**config.mk**
```make
export PLATFORM = sky130hd
export DESIGN_NAME = cfec_event_controller
export DESIGN_NICKNAME = d
export VERILOG_FILES = /design/src/cfec_pkg.sv /design/src/cfec_event_controller.sv
export VERILOG_INCLUDE_DIRS = /design/src /design/src/src
export SDC_FILE = /design/constraint.sdc
export NUM_CORES = 1
export LEC_CHECK = 0
export ABC_AREA = 1
export BUFFER_PORTS_ARGS = -buffer_cell sky130_fd_sc_hd__buf_2
export CAP_MARGIN = 30
export CORE_MARGIN = 2
export CORE_UTILIZATION = 50
export CTS_BUF_LIST = sky130_fd_sc_hd__clkbuf_2
export DETAILED_ROUTE_END_ITERATION = 12
export PLACE_DENSITY = 0.88
export SYNTH_ARGS = -nofsm -noshare
export SYNTH_HDL_FRONTEND = slang
export SYNTH_SLANG_ARGS = --single-unit
```
**constraint.sdc**
```tcl
create_clock -name sys_clk -period 3.7 [get_ports sys_clk]
set_clock_uncertainty 0.15 [all_clocks]
set_input_delay 0.185 -clock sys_clk [delete_from_list [all_inputs] [get_ports sys_clk]]
set_output_delay 0.185 -clock sys_clk [all_outputs]
set_load 0.02 [all_outputs]
```
**src/cfec_defs.svh**
```systemverilog
`ifndef CFEC_DEFS_SVH
`define CFEC_DEFS_SVH

// Byte addresses on the register bus
`define CFEC_ADDR_FLAGS_A   12'h000
`define CFEC_ADDR_FLAGS_B   12'h004
`define CFEC_ADDR_ENABLE_A  12'h008
`define CFEC_ADDR_ENABLE_B  12'h00C
`define CFEC_ADDR_STATUS    12'h010
`define CFEC_ADDR_CONTROL   12'h014
`define CFEC_ADDR_FIFO_CFG  12'h018

// Write mode selector
`define CFEC_MODE_BIT       7

// Flags A positions
`define CFEC_A_TX_DONE      0
`define CFEC_A_RX_DONE      1
`define CFEC_A_CMD_DONE     2
`define CFEC_A_FIFO_HIGH    3
`define CFEC_A_FIFO_LOW     4
`define CFEC_A_RX_ERROR     5
`define CFEC_A_CARD_DETECT  6

// Flags B positions
`define CFEC_B_TIMER_BASE   0
`define CFEC_B_FRAME_START  4
`define CFEC_B_ANY_SOURCE   6

// Status and control positions
`define CFEC_STAT_IRQ       0
`define CFEC_STAT_FIFO_HIGH 1
`define CFEC_STAT_FIFO_LOW  2
`define CFEC_CTRL_PIN_EN    0
`define CFEC_CTRL_PIN_INV   1

// Reset values
`define CFEC_RST_FLAGS      8'h00
`define CFEC_RST_ENABLE     8'h00
`define CFEC_RST_CONTROL    8'h01
`define CFEC_RST_THRESHOLD  9'h008

`endif

```
**src/cfec_pkg.sv**
```systemverilog
package cfec_pkg;

	// Event pulses from the source units
	typedef struct packed {
		logic [3:0] timer_underflow;
		logic       tx_to_eof;
		logic       rx_end;
		logic       cmd_idle;
		logic       rx_sof;
		logic       card_detect;
	} cfec_events_t;

	// FIFO monitor inputs
	typedef struct packed {
		logic [9:0] fill_count;
		logic [9:0] depth;
		logic       error_any;
	} cfec_monitor_t;

	typedef enum logic [1:0] {
		CFEC_BUS_IDLE,
		CFEC_BUS_WRITE,
		CFEC_BUS_READ
	} cfec_bus_phase_t;

endpackage

```
**src/cfec_event_controller.sv**
```systemverilog
//
// Contract
// - Two 8-bit flag registers, each with its own 8-bit enable register.
// - Write bit 7 selects whether bits 0..6 written one are set or cleared.
// - Software may raise or clear any flag by writing, except the any-source flag in register B.
// - Each source is individually enabled by its enable bit.
// - Enabled event sets status summary bit; pin asserted if pin output active.
// - Four timer flags in register B set on matching timer underflow.
// - Transmit-done flag set when transmitter moves from data to end-of-frame.
// - Receive-done flag set when receiver detects end of received data.
// - Command-finished flag set when command completes and returns to idle.
// - One threshold defines high level from top and low level from bottom.
// - FIFO high flag set when high status rises, fill reaches top level.
// - FIFO low flag set when low status rises, fill reaches bottom level.
// - Error flag set when any bit of the error register becomes one.
// - Card-detect flag set when low-power card detection finds a card.
// - Frame-start flag set on start of frame or subcarrier detection.
// - Any-source flag in register B set while any enabled source is set.
//
`timescale 1ns/1ps
`include "cfec_defs.svh"

module cfec_event_controller #(
	parameter int THRESH_W = 9
) (
	// Clock and reset
	input  wire logic                   sys_clk,
	input  wire logic                   srst,
	// AHB-Lite slave
	input  wire logic                   hsel,
	input  wire logic [11:0]            haddr,
	input  wire logic [1:0]             htrans,
	input  wire logic                   hwrite,
	input  wire logic [2:0]             hsize,
	input  wire logic [31:0]            hwdata,
	input  wire logic                   hready,
	output logic      [31:0]            hrdata,
	output logic                        hreadyout,
	output logic                        hresp,
	// Source units, same clock
	input  wire cfec_pkg::cfec_events_t  events,
	input  wire cfec_pkg::cfec_monitor_t monitor,
	// Interrupt request toward host
	output logic                        irq_pin
);

	logic [7:0]          event_flags_a_reg;
	logic [7:0]          event_flags_b_reg;
	logic [7:0]          event_enable_a_reg;
	logic [7:0]          event_enable_b_reg;
	logic [7:0]          control_reg;
	logic [THRESH_W-1:0] threshold_reg;
	logic                wr_pend_reg;
	logic [11:0]         wr_addr_reg;
	logic [31:0]         rdata_next;
	logic                fifo_high_status;
	logic                fifo_low_status;
	logic                fifo_high_dly_reg;
	logic                fifo_low_dly_reg;
	logic                error_dly_reg;
	logic [7:0]          hw_set_a;
	logic [7:0]          hw_set_b;
	logic                any_enabled;
	logic                wr_a;
	logic                wr_b;
	logic [6:0]          wmask;
	logic                wmode;
	logic [10:0]         thr_ext;
	logic [10:0]         top_level;
	wire logic [7:0]     event_flags_a_next;
	wire logic [7:0]     event_flags_b_next;
	logic [7:0]          event_enable_a_next;
	logic [7:0]          event_enable_b_next;
	logic [7:0]          control_next;
	logic [THRESH_W-1:0] threshold_next;
	logic                wr_en_a;
	logic                wr_en_b;
	logic                wr_ctrl;
	logic                wr_cfg;
	logic                rd_take;
	logic                irq_next;

	assign hreadyout = 1'b1;
	assign hresp     = 1'b0;

	// Write data phase decode
	assign wmode = hwdata[`CFEC_MODE_BIT];
	assign wmask = hwdata[6:0];
	assign wr_a  = wr_pend_reg && (wr_addr_reg == `CFEC_ADDR_FLAGS_A);
	assign wr_b  = wr_pend_reg && (wr_addr_reg == `CFEC_ADDR_FLAGS_B);

	// Threshold levels from top and bottom
	assign thr_ext   = 11'(threshold_reg);
	assign top_level = (11'(monitor.depth) > thr_ext) ? (11'(monitor.depth) - thr_ext) : 11'h000;
	assign fifo_high_status = (11'(monitor.fill_count) >= top_level);
	assign fifo_low_status  = (11'(monitor.fill_count) <= thr_ext);

	// Hardware set terms, edge of level statuses
	always_comb
	begin
		hw_set_a = 8'h00;
		hw_set_b = 8'h00;
		hw_set_a[`CFEC_A_TX_DONE]     = events.tx_to_eof;
		hw_set_a[`CFEC_A_RX_DONE]     = events.rx_end;
		hw_set_a[`CFEC_A_CMD_DONE]    = events.cmd_idle;
		hw_set_a[`CFEC_A_FIFO_HIGH]   = fifo_high_status && !fifo_high_dly_reg;
		hw_set_a[`CFEC_A_FIFO_LOW]    = fifo_low_status && !fifo_low_dly_reg;
		hw_set_a[`CFEC_A_RX_ERROR]    = monitor.error_any && !error_dly_reg;
		hw_set_a[`CFEC_A_CARD_DETECT] = events.card_detect;
		hw_set_b[`CFEC_B_TIMER_BASE +: 4] = events.timer_underflow;
		hw_set_b[`CFEC_B_FRAME_START] = events.rx_sof;
	end

	// High level history for edge detection
	always_ff @(posedge sys_clk)
	begin
		if (srst)
			fifo_high_dly_reg <= 1'b0;
		else
			fifo_high_dly_reg <= fifo_high_status;
	end

	// Low level history for edge detection
	always_ff @(posedge sys_clk)
	begin
		if (srst)
			fifo_low_dly_reg <= 1'b0;
		else
			fifo_low_dly_reg <= fifo_low_status;
	end

	// Error level history for edge detection
	always_ff @(posedge sys_clk)
	begin
		if (srst)
			error_dly_reg <= 1'b0;
		else
			error_dly_reg <= monitor.error_any;
	end

	// Any enabled source, excluding the summary bit itself
	assign any_enabled = |(event_flags_a_reg[6:0] & event_enable_a_reg[6:0])
		| |(event_flags_b_reg[5:0] & event_enable_b_reg[5:0]);

	// Bus address phase capture
	always_ff @(posedge sys_clk)
	begin
		if (srst)
		begin
			wr_pend_reg <= 1'b0;
			wr_addr_reg <= 12'h000;
		end
		else if (hready)
		begin
			wr_pend_reg <= hsel && htrans[1] && hwrite;
			wr_addr_reg <= haddr;
		end
	end

	// Per-bit flag next values, hardware set priority
	genvar gi;
	generate
		for (gi = 0; gi < 7; gi++)
		begin : g_flag
			assign event_flags_a_next[gi] = (hw_set_a[gi] || (wr_a && wmask[gi] && wmode)) ? 1'b1
				: (wr_a && wmask[gi]) ? 1'b0 : event_flags_a_reg[gi];
			if (gi == `CFEC_B_ANY_SOURCE)
			begin : g_any
				assign event_flags_b_next[gi] = any_enabled;
			end
			else
			begin : g_src
				assign event_flags_b_next[gi] = (hw_set_b[gi] || (wr_b && wmask[gi] && wmode)) ? 1'b1
					: (wr_b && wmask[gi]) ? 1'b0 : event_flags_b_reg[gi];
			end
		end
	endgenerate

	// Bit 7 of flag registers is the write mode bit, reads zero
	assign event_flags_a_next[7] = 1'b0;
	assign event_flags_b_next[7] = 1'b0;

	// Flag register A
	always_ff @(posedge sys_clk)
	begin
		if (srst)
			event_flags_a_reg <= `CFEC_RST_FLAGS;
		else
			event_flags_a_reg <= event_flags_a_next;
	end

	// Flag register B
	always_ff @(posedge sys_clk)
	begin
		if (srst)
			event_flags_b_reg <= `CFEC_RST_FLAGS;
		else
			event_flags_b_reg <= event_flags_b_next;
	end

	// Data phase write strobes
	assign wr_en_a = wr_pend_reg && (wr_addr_reg == `CFEC_ADDR_ENABLE_A);
	assign wr_en_b = wr_pend_reg && (wr_addr_reg == `CFEC_ADDR_ENABLE_B);
	assign wr_ctrl = wr_pend_reg && (wr_addr_reg == `CFEC_ADDR_CONTROL);
	assign wr_cfg  = wr_pend_reg && (wr_addr_reg == `CFEC_ADDR_FIFO_CFG);

	// Enable A next value, set or clear by mode bit
	always_comb
	begin
		event_enable_a_next = event_enable_a_reg;
		if (wr_en_a)
		begin
			if (wmode)
				event_enable_a_next[6:0] = event_enable_a_reg[6:0] | wmask;
			else
				event_enable_a_next[6:0] = event_enable_a_reg[6:0] & ~wmask;
		end
	end

	// Enable B next value, set or clear by mode bit
	always_comb
	begin
		event_enable_b_next = event_enable_b_reg;
		if (wr_en_b)
		begin
			if (wmode)
				event_enable_b_next[6:0] = event_enable_b_reg[6:0] | wmask;
			else
				event_enable_b_next[6:0] = event_enable_b_reg[6:0] & ~wmask;
		end
	end

	// Control and threshold next values
	assign control_next   = wr_ctrl ? hwdata[7:0] : control_reg;
	assign threshold_next = wr_cfg ? hwdata[THRESH_W-1:0] : threshold_reg;

	// Enable register A
	always_ff @(posedge sys_clk)
	begin
		if (srst)
			event_enable_a_reg <= `CFEC_RST_ENABLE;
		else
			event_enable_a_reg <= event_enable_a_next;
	end

	// Enable register B
	always_ff @(posedge sys_clk)
	begin
		if (srst)
			event_enable_b_reg <= `CFEC_RST_ENABLE;
		else
			event_enable_b_reg <= event_enable_b_next;
	end

	// Control register
	always_ff @(posedge sys_clk)
	begin
		if (srst)
			control_reg <= `CFEC_RST_CONTROL;
		else
			control_reg <= control_next;
	end

	// Threshold register
	always_ff @(posedge sys_clk)
	begin
		if (srst)
			threshold_reg <= THRESH_W'(`CFEC_RST_THRESHOLD);
		else
			threshold_reg <= threshold_next;
	end

	// Read mux
	always_comb
	begin
		rdata_next = 32'h0000_0000;
		case (haddr)
			`CFEC_ADDR_FLAGS_A:  rdata_next[7:0] = event_flags_a_reg;
			`CFEC_ADDR_FLAGS_B:  rdata_next[7:0] = event_flags_b_reg;
			`CFEC_ADDR_ENABLE_A: rdata_next[7:0] = event_enable_a_reg;
			`CFEC_ADDR_ENABLE_B: rdata_next[7:0] = event_enable_b_reg;
			`CFEC_ADDR_STATUS:
			begin
				rdata_next[`CFEC_STAT_IRQ]       = event_flags_b_reg[`CFEC_B_ANY_SOURCE];
				rdata_next[`CFEC_STAT_FIFO_HIGH] = fifo_high_status;
				rdata_next[`CFEC_STAT_FIFO_LOW]  = fifo_low_status;
			end
			`CFEC_ADDR_CONTROL:  rdata_next[7:0] = control_reg;
			`CFEC_ADDR_FIFO_CFG: rdata_next[THRESH_W-1:0] = threshold_reg;
			default:             rdata_next = 32'h0000_0000;
		endcase
	end

	// Read taken in the address phase
	assign rd_take = hready && hsel && htrans[1] && !hwrite;

	// Read data register, holds until the next read
	always_ff @(posedge sys_clk)
	begin
		if (srst)
			hrdata <= 32'h0000_0000;
		else if (rd_take)
			hrdata <= rdata_next;
	end

	// Interrupt pin, gated and optionally inverted
	assign irq_next = (event_flags_b_reg[`CFEC_B_ANY_SOURCE] && control_reg[`CFEC_CTRL_PIN_EN])
		^ control_reg[`CFEC_CTRL_PIN_INV];

	always_ff @(posedge sys_clk)
	begin
		if (srst)
			irq_pin <= 1'b0;
		else
			irq_pin <= irq_next;
	end

endmodule // cfec_event_controller

```
==> results of run 1 <==
-- critical path: stages (launching register included) --
cell     delay, ns
dfxtp_1       0.38
inv_1         0.08
ha_1          0.37
nand2_1       0.10
o21ai_1       0.28
nand2_1       0.10
nand3_1       0.14
nand2_1       0.15
or2_2         0.33
ha_1          0.31
nand2_1       0.09
inv_1         0.06
nand2_1       0.05
nand2_1       0.05
nand2_1       0.05
nand3_1       0.07
nand2_1       0.07
inv_1         0.08
nand3_1       0.08
nand2_1       0.07
nand2_1       0.06
a21oi_2       0.11
-- layout by cell type (no fill, tap or decap), types with 10 or more instances in the layout --
cell | netlist | layout
o311a_1 | 12 | 12
o21ai_1 | 18 | 18
o21ai_0 | 49 | 49
dfxtp_1 | 71 | 71
inv_1 | 88 | 88
dlygate4sd3_1 | 0 | 52
buf_2 | 3 | 66
conb_1 | 2 | 25
clkbuf_2 | 0 | 10
nor2_1 | 45 | 45
a21oi_1 | 46 | 46
nand2_1 | 105 | 105
ha_1 | 28 | 28
nand3_1 | 43 | 43
-- worst paths after layout --
path         depth (start not counted)  slack, ns               from              endpoint
min reg2reg                          1       0.30  fifo_high_dly_reg  event_flags_a_reg[3]
min                                  3       0.03             hready       wr_addr_reg[11]
max                                 21       0.42   threshold_reg[2]             hrdata[1]
max reg2reg                         21       0.42   threshold_reg[2]             hrdata[1]
-- per-layer routing --
layer  GRT usage [%]  wire [um]
met2           45.74       6083
met1           32.19       5394
met4           10.96        357
met3           3.092        802
met5               0          0
-- kinds of logic (layout without fill, tap and decap cells) --
| family | after synthesis | in the layout | synth area share (%) |
|---|---|---|---|
| other | 2 | 25 | 0.1646 |
| flip-flops | 71 | 71 | 31.15 |
| AND/OR/NAND/NOR | 241 | 241 | 24.43 |
| XOR/XNOR | 2 | 2 | 0.3839 |
| adder cells (fa/ha/maj) | 29 | 29 | 8.116 |
| AO/OA/AOI/OAI | 161 | 161 | 21.25 |
| buffers and inverters | 140 | 233 | 14.50 |
-- where the power goes --
| group | leakage [nW] | total [mW] | internal (mW) | switching [mW] |
|---|---|---|---|---|
| Combinational | 1.95 | 0.328 | 0.135 | 0.193 |
| Sequential | 0.580 | 0.812 | 0.791 | 0.0206 |
| Clock | 0.0553 | 0.382 | 0.0874 | 0.295 |
-- metrics by stage --
| step | utilization [%] | total power [mW] | cell area (um^2) | setup WS [ns] | hold slack, ns |
|---|---|---|---|---|---|
| 3_5_place_dp | 54.85 | 1.098 | 4830 | 0.5166 | 0.2376 |
| 3_3_place_gp | 54.85 | 1.084 | 4830 | 0.6442 | 0.2336 |
| 2_1_floorplan | - | 1.030 | 4649 | 0.9998 | 0.1400 |
| 4_1_cts | 61.75 | 1.501 | 5438 | 0.4615 | 0.001903 |
| 5_1_grt | 61.75 | 1.588 | 5438 | 0.1124 | 0.04873 |
| 6_report | 61.75 | 1.522 | 5438 | 0.4231 | 0.03244 |
-- layout make-up --
| cell class | instances | area, um^2 |
|---|---|---|
| Fill cell | 773 | 3368 |
| Tap cell | 108 | 135.1 |
| Clock buffer | 10 | 50.05 |
| Clock inverter | 6 | 37.54 |
| Multi-Input combinational cell | 458 | 2566 |
| Inverter | 98 | 369.1 |
| Sequential cell | 71 | 1421 |
| Timing Repair Buffer | 119 | 858.3 |
==> impl_metrics.csv, run 1 <==
group,metric,value,unit
synthesis,synth_seq_cells,71,
cells_and_area,synthToLayoutAreaGrowth,19.17,%
cts,numCtsBuffers,9,
timing,final_hold_viol_count,0,
hold_path,hold_path.class,"primary input to flop",
cts,clk_pin_slew,0.22,ns
timing,worst_slew_pin_slew,0.9526,ns
worst_setup_path,end_kind,"flop",
outcome,status,"finished, final reports clean",
cts,postCtsSetupBuffers,0,
die,die_w,99.53,um
timing,final.period_utilization,88.56,%
cts,root_buffer,"clkbuf_2",
routing,drc,0,
global_routing,grt_overflow_total,0,
cts,tritoncts,"done",
global_routing,grt_pass1_vias,4632,
synthesis,yosysTopAreaCell,"dfxtp_1",
timing,relSlewSlack,36.40,%
synthesis,synthDistinctLibCells,47,
cells_and_area,antenna_cells,0,
global_routing,grt_pass1_wl,21020,um
worst_setup_path,crit_required,4.00,ns
routing,viasPerCell,5.447,
worst_setup_path,crit_fanout,5,
power_and_ir_drop,peakVddDrop,0.1945,mV
die,coreArea,8806,um^2
timing,slew_viol_final,0,
die,num_rows,34,
global_routing,grtUsageTotal,26.04,%
timing,rsz0062_at_grt,"no",
die,top_level_ports,119,
synthesis,yosysWarnings,0,
timing,layout_min_cycle_time,3.277,ns
cells_and_area,drive_above_1_share,15.49,%
cells_and_area,nNetsFinal,870,
routing,via_count,4739,
synthesis,synth_area_per_cell,7.064,um^2
timing,setup_violations,0,
placed_design,io_buffers,66,
cts,cts_sinks,71,
global_routing,antenna_found_initial,0,
cts,cts_hold_buf,52,
placed_design,hpwlAfterDp,8961,um
cts,htreeDepth,3,
routing,drtAntennaViolNets,0,
synthesis,synth_edf_count,0,
synthesis,seq_area_frac_synth,31.15,%
global_routing,grt_max_degree,65,
routing,drt_iter0_drc,369,
worst_setup_path,critical_path_class,"flop to flop",
power_and_ir_drop,powerDensity,279.9,nW/um^2
synthesis,synth_top_area_share,31.15,%
routing,wl,12640,um
synthesis,synthTopCellsByCount,"105 x nand2_1, 88 x inv_1, 71 x dfxtp_1",
cells_and_area,instances_no_fill,870,
routing,drt_pass1_iterations,7,
synthesis,syn_inst,646,
timing,finalSetupTns,0,ns
routing,drt-wirelength-per-cell,14.53,um
placed_design,place.gp.congestion,0.9311,
die,die_h,99.53,um
die,die_area,9906,um^2
timing,fmax,305.2,MHz
cts,cts.repair.resized,0,
worst_setup_path,cp.arrival,3.58,ns
synthesis,async_reset_ff_share,0,%
worst_setup_path,start_kind,"flop",
synthesis,synth.most_common_cell,"nand2_1",
flow_run,drv_cap,0,
synthesis,yosys-top-cells-area,"dfxtp_1 31%, nand2_1 8.6%, ha_1 7.7%, inv_1 7.2%, o21ai_0 5.4%",
synthesis,syn_area,4563,um^2
cts,clock_latency,0.52,ns
power_and_ir_drop,p_leak,2.588,nW
die,start_util,51.82,%
placed_design,place_inst,802,
cts,clock_path_buffers,2,
synthesis,ys.flop_type,"dfxtp_1",
Power figures use the tool's default switching activity.
==> run 2, diff against run 1 <==
Clock period 3.7 ns to 4.2 ns, I/O delays scaled along.
==> run 2 against run 1 <==
  * Via count is 0.59% lower
  * Critical path depth is 1 lower
  * Clock power is 21% lower
  * Utilization is 0.61 points lower
  * Total power is 15% lower
  * Largest cell class unchanged
==> impl_metrics.csv, run 2 (synthesized netlist as in run 1, its figures left out) <==
group,metric,value,unit
power_and_ir_drop,swShare,32.39,%
cts,clk_pin_slew,0.19,ns
hold_path,min_from,"htrans[1]",
worst_setup_path,crit_cells,20,
worst_setup_path,r2r_setup_slack,0.44,ns
timing,relSlewSlack,35.54,%
worst_setup_path,r2r-end,"hrdata[1]",
timing,fmax,266.1,MHz
global_routing,grt_busiest_layer,"met2",
placed_design,placed_area,4830,um^2
cts,tritoncts,"done",
cells_and_area,regArea,1421,um^2
die,die_h,99.53,um
flow_run,drv_cap,0,
routing,via_count,4711,
routing,drtAntennaViolNets,0,
cells_and_area,fillers,801,
worst_setup_path,cp.arrival,4.09,ns
global_routing,grt_overflow_total,0,
global_routing,grt_pass1_wl,20290,um
die,num_rows,34,
placed_design,place.gp.congestion,0.9053,
die,top_level_ports,119,
worst_setup_path,crit_fanout,5,
hold_path,holdPathStages,5,
cts,cts_sinks,71,
worst_setup_path,crit_chain,"inv_1, ha_1, nand2_1, o21ai_1, nand2_1, nand3_1, nand2_1, or2_2, ha_1, nand2_1, nor2_1, a21oi_1, nand3_1, nand2_1, inv_1, nand3_1, nand2_1, nand2_1, a21oi_2, dlygate4sd3_1",
routing,drt_pass1_iterations,6,
routing,wl,12390,um
worst_setup_path,worst-r2r-cell-count,20,
global_routing,grt_max_degree,65,
worst_setup_path,crit_required,4.53,ns
worst_setup_path,slowest_stage,"dlygate4sd3_1",
timing,slew_viol_final,0,
cts,postCtsSetupBuffers,0,
cells_and_area,synthToLayoutAreaGrowth,17.99,%
placed_design,dp_slack,0.9935,ns
outcome,status,"finished, final reports clean",
worst_setup_path,crit_family,"simple AND/OR/NAND/NOR gates",
cts,htreeDepth,3,
timing,worst_slew_pin_slew,0.9655,ns
global_routing,met3_usage,3.654,%
routing,drc,0,
power_and_ir_drop,p_int,0.8782,mW
timing,layout_min_cycle_time,3.758,ns
worst_setup_path,end_kind,"flop",
cells_and_area,nNetsFinal,866,
worst_setup_path,max_stage_delay,0.54,ns
worst_setup_path,path_buf_inv,3,
global_routing,antenna_found_initial,0,
die,start_util,51.82,%
timing,final_hold_viol_count,0,
power_and_ir_drop,power_frac_seq,55.0,%
timing,setup_ws,0.4417,ns
power_and_ir_drop,combPwrFrac,21.7,%
timing,final.period_utilization,89.48,%
routing,drt-wirelength-per-cell,14.33,um
routing,drt_iter0_drc,412,
placed_design,hpwlAfterDp,8997,um
power_and_ir_drop,p_leak,2.561,nW
hold_path,min_to,"hrdata[0]",
cells_and_area,multiInputGateArea,2566,um^2
worst_setup_path,start_kind,"flop",
timing,finalSetupTns,0,ns
worst_setup_path,reg2reg_from,"threshold_reg[2]",
cts,cts.repair.resized,0,
cts,root_buffer,"clkbuf_2",
cells_and_area,antenna_cells,0,
cts,numCtsBuffers,9,
power_and_ir_drop,p_sw,0.4207,mW
cells_and_area,utilization,61.14,%
global_routing,grt_use_met1,31.11,%
timing,setup_violations,0,
cells_and_area,layout_commonest_cell,"nand2_1",
cells_and_area,drive_above_1_share,15.19,%
global_routing,use_met2,44.80,%
placed_design,io_buffers,66,
worst_setup_path,critical_path_class,"flop to flop",
cts,clock_path_buffers,2,
global_routing,grtUsageTotal,25.20,%
die,die_w,99.53,um
global_routing,grt_pass1_vias,4506,
die,die_area,9906,um^2
hold_path,hold_path.class,"primary input to flop",
timing,rsz0062_at_grt,"no",
cells_and_area,final_cell_area,5384,um^2
die,coreArea,8806,um^2
cells_and_area,layout_common_cells,"105 x nand2_1, 88 x inv_1, 71 x dfxtp_1, 66 x buf_2, 49 x o21ai_0",
power_and_ir_drop,peakVddDrop,0.1940,mV
cts,clock_latency,0.52,ns
power_and_ir_drop,clkPwrFrac,23.3,%
worst_setup_path,crit_top_cell,"nand2_1",
routing,viasPerCell,5.446,
power_and_ir_drop,powerDensity,241.3,nW/um^2
-- run 2: cell count changes in the layout (fill, tap and decap cells not counted), sizes merged --
cell         change
clkinv           +1
clkbuf           -1
dlygate4sd3      -4
clkinvlp         -1
-- run 2: routing by layer --
metal | wire [um] | share of wire (%) | up-vias
met1 | 5330 | 43 | 2151
li1 | - | - | 2330
met2 | 5967 | 48 | 194
met4 | 279 | 2.3 | 0
met5 | 0 | 0 | -
met3 | 816 | 6.6 | 36
-- run 2: cell type report --
cell class                 count  area share, %
clock inverter                 6         0.5345
multi-input combinational    458          47.66
inverter                      98          6.856
sequential                    71          26.40
tap                          108          2.510
timing repair buffer         115          15.20
clock buffer                   9         0.8366
-- run 2: worst reg2reg max path, cell delays in order (launching register included) --
cell and delay [ns]:
dfxtp_1 0.37, inv_1 0.08, ha_1 0.35, nand2_1 0.10
o21ai_1 0.29, nand2_1 0.08, nand3_1 0.14, nand2_1 0.15
or2_2 0.31, ha_1 0.30, nand2_1 0.06, nor2_1 0.15
a21oi_1 0.09, nand3_1 0.07, nand2_1 0.07, inv_1 0.08
nand3_1 0.09, nand2_1 0.07, nand2_1 0.06, a21oi_2 0.14
dlygate4sd3_1 0.54
-- run 2: worst max-delay path by stage --
| stage | end | slack, ns | start |
|---|---|---|---|
| 2_1_floorplan | hrdata[1] | 1.50 | threshold_reg[2] |
| 3_3_place_gp | hrdata[1] | 1.10 | threshold_reg[2] |
| 5_1_grt | hrdata[1] | 0.04 | threshold_reg[1] |
| 3_5_place_dp | hrdata[1] | 0.99 | threshold_reg[2] |
| 6_report | hrdata[1] | 0.44 | threshold_reg[2] |
| 4_1_cts | hrdata[1] | 0.44 | threshold_reg[2] |
-- run 2: repair_timing --
item / 4_1_cts / 5_1_grt
hold buffers: 48 / 0
setup endpoints to repair: 0 / 0
hold endpoints to repair: 47 / 0
-- run 2: power by group through the flow --
stage	clock, mW	combinational (mW)	sequential (mW)
final	0.303	0.282	0.714
after global routing	0.328	0.315	0.716
after CTS	0.299	0.275	0.713
after detailed placement	0	0.239	0.726
after global placement	0	0.229	0.726
after floorplan	0	0.184	0.723
-- run 2: per-stage QoR --
stage	hold slack, ns	power [mW]	std cells
after CTS	0.002641	1.286	865
after detailed placement	0.2613	0.9658	802
final	0.001197	1.299	865
after global placement	0.2583	0.9543	801
after global routing	0.02189	1.359	865
after floorplan	0.1650	0.9074	669
==> run 3, diff against run 2 <==
Settings changed: MAX_ROUTING_LAYER from default to met4.
==> run 3 against run 2 <==
  * Sequential cell count stayed put
  * Utilization is 0.64 points higher
  * Worst setup slack better by 0.040 ns
  * Final cell count is 0.35% higher
  * Total power is 5.4% higher
  * Hold slack better by 0.023 ns
  * Global-route usage is 1.0 points higher
  * Critical path depth is 4 higher
  * Largest power group unchanged
  * Register-to-register slack better by 0.04 ns
  * Sequential share of layout area is 0.27 points lower
  * Routed wire length is 1.2% higher
==> impl_metrics.csv, run 3 (synthesized netlist as in run 1, its figures left out) <==
group,metric,value,unit
placed_design,hpwlAfterDp,9074,um
timing,worst_slew_pin_slew,0.9686,ns
placed_design,dp_slack,1.059,ns
placed_design,placed_area,4830,um^2
cells_and_area,drive_above_1_share,15.26,%
cells_and_area,multiInputGateArea,2566,um^2
global_routing,grt_pass1_vias,4458,
timing,final_hold_viol_count,0,
worst_setup_path,worst-r2r-cell-count,24,
cells_and_area,synthToLayoutAreaGrowth,19.22,%
power_and_ir_drop,combPwrFrac,20.6,%
worst_setup_path,crit_top_cell,"nand2_1",
cts,cts_sinks,71,
cts,clk_pin_slew,0.19,ns
cts,cts.repair.resized,0,
worst_setup_path,crit_required,4.51,ns
cells_and_area,nNetsFinal,869,
cts,tritoncts,"done",
timing,hold_ws,0.02456,ns
die,num_rows,34,
worst_setup_path,start_kind,"flop",
hold_path,min_to,"hrdata[2]",
power_and_ir_drop,powerDensity,251.6,nW/um^2
global_routing,antenna_found_initial,0,
cells_and_area,final_cell_area,5440,um^2
worst_setup_path,r2r_setup_slack,0.48,ns
cts,numCtsBuffers,9,
timing,rsz0062_at_grt,"no",
hold_path,holdPathStages,5,
outcome,status,"finished, final reports clean",
worst_setup_path,crit_chain,"inv_1, ha_1, nand2_1, inv_1, nand2_1, nor2_1, nand2_1, nand3_1, nand2_1, or2_2, ha_1, nand2_1, inv_1, nand2_1, nand2_1, nand2_1, nand3_1, nand2_1, inv_1, nand3_1, nand2_1, nand2_1, a21oi_2, dlygate4sd3_1",
routing,drt-wirelength-per-cell,14.45,um
cts,clock_path_buffers,2,
die,top_level_ports,119,
worst_setup_path,critical_path_class,"flop to flop",
power_and_ir_drop,clkPwrFrac,27.2,%
routing,wl,12540,um
timing,finalSetupTns,0,ns
timing,relSlewSlack,35.43,%
worst_setup_path,crit_fanout,5,
global_routing,grt_overflow_total,0,
worst_setup_path,max_stage_delay,0.54,ns
cts,postCtsSetupBuffers,0,
timing,layout_min_cycle_time,3.719,ns
worst_setup_path,r2r-end,"hrdata[1]",
cts,root_buffer,"clkbuf_2",
placed_design,io_buffers,66,
global_routing,grt_max_degree,65,
routing,drt_pass1_iterations,5,
hold_path,hold_path.class,"primary input to flop",
cells_and_area,antenna_cells,0,
routing,viasPerCell,5.434,
cells_and_area,layout_common_cells,"105 x nand2_1, 88 x inv_1, 71 x dfxtp_1, 66 x buf_2, 51 x dlygate4sd3_1",
power_and_ir_drop,p_sw,0.4238,mW
cts,htreeDepth,3,
die,die_h,99.53,um
power_and_ir_drop,swShare,30.96,%
placed_design,place.gp.congestion,0.9364,
timing,setup_ws,0.4813,ns
power_and_ir_drop,p_leak,2.592,nW
timing,fmax,268.9,MHz
die,die_area,9906,um^2
hold_path,min_from,"htrans[1]",
power_and_ir_drop,p_total,1.369,mW
cts,clock_latency,0.53,ns
global_routing,grtUsageTotal,26.22,%
worst_setup_path,slowest_stage,"dlygate4sd3_1",
routing,drc,0,
worst_setup_path,end_kind,"flop",
timing,setup_violations,0,
cells_and_area,layout_commonest_cell,"nand2_1",
die,die_w,99.53,um
cells_and_area,fillers,779,
flow_run,drv_cap,0,
routing,drtAntennaViolNets,0,
power_and_ir_drop,p_int,0.9450,mW
timing,slew_viol_final,0,
cells_and_area,regArea,1421,um^2
die,start_util,51.82,%
die,coreArea,8806,um^2
power_and_ir_drop,peakVddDrop,0.2112,mV
routing,drt_iter0_drc,400,
worst_setup_path,reg2reg_from,"threshold_reg[3]",
timing,final.period_utilization,88.54,%
worst_setup_path,cp.arrival,4.03,ns
power_and_ir_drop,power_frac_seq,52.2,%
global_routing,grt_pass1_wl,20370,um
routing,via_count,4717,
## run 3: cell count changes in the layout (fill, tap and decap cells not counted)
cell / previous run / this run
clkbuf_2: 9 / 10
bufinv_16: 0 / 1
dlygate4sd3_1: 48 / 51
clkinv_1: 4 / 3
clkinv_2: 3 / 2
## run 3: layout make-up
| class | instances | share of cell area (%) |
|---|---|---|
| clock inverter | 5 | 0.9200 |
| timing repair buffer | 118 | 15.59 |
| inverter | 98 | 6.785 |
| clock buffer | 10 | 0.9200 |
| sequential | 71 | 26.13 |
| multi-input combinational | 458 | 47.17 |
| tap | 108 | 2.484 |
## run 3: critical path: cells and delay by family, from the launching register on
kind	cells	cell delay [ns]
adders and majority gates	2	0.66
and+or+nand+nor	16	1.47
buffers and inverters	5	0.84
AOI/OAI and AO/OA	1	0.13
DFF	1	0.42
## run 3: worst max-delay path by stage
stage / start / end / slack (ns) / cells after the start
global route: threshold_reg[1] / hrdata[1] / 0.14 / 23
floorplan: threshold_reg[2] / hrdata[1] / 1.50 / 21
detailed placement: threshold_reg[2] / event_flags_a_reg[3] / 1.06 / 19
global placement: threshold_reg[2] / hrdata[1] / 1.10 / 21
finish: threshold_reg[3] / hrdata[1] / 0.48 / 24
CTS: threshold_reg[1] / hrdata[1] / 0.49 / 22
## run 3: repair_timing
action,4_1_cts,5_1_grt
endpoints found under the hold margin,49,0
hold buffers,51,0
setup endpoints to repair,0,0
## run 3: power groups by stage
| stage | registers (mW) | logic [mW] | clock network (mW) |
|---|---|---|---|
| 2_1_floorplan | 0.723 | 0.184 | 0 |
| 3_3_place_gp | 0.725 | 0.229 | 0 |
| 3_5_place_dp | 0.727 | 0.239 | 0 |
| 4_1_cts | 0.713 | 0.276 | 0.373 |
| 5_1_grt | 0.717 | 0.315 | 0.405 |
| 6_report | 0.714 | 0.282 | 0.373 |
## run 3: through the flow
stage | cells | utilization (%)
final | 868 | 61.78
after global routing | 868 | 61.78
after CTS | 868 | 61.78
after detailed placement | 802 | 54.85
after global placement | 801 | 54.76
after floorplan | 669 | -
## run 3: per-layer routing
layer | part of all wire, % | GRT usage (%) | up-vias
met2 | 48 | 44.44 | 177
met1 | 43 | 30.60 | 2174
li1 | - | - | 2334
met3 | 6.8 | 5.903 | 32
met4 | 2.2 | 9.168 | 0
met5 | 0 | - | -
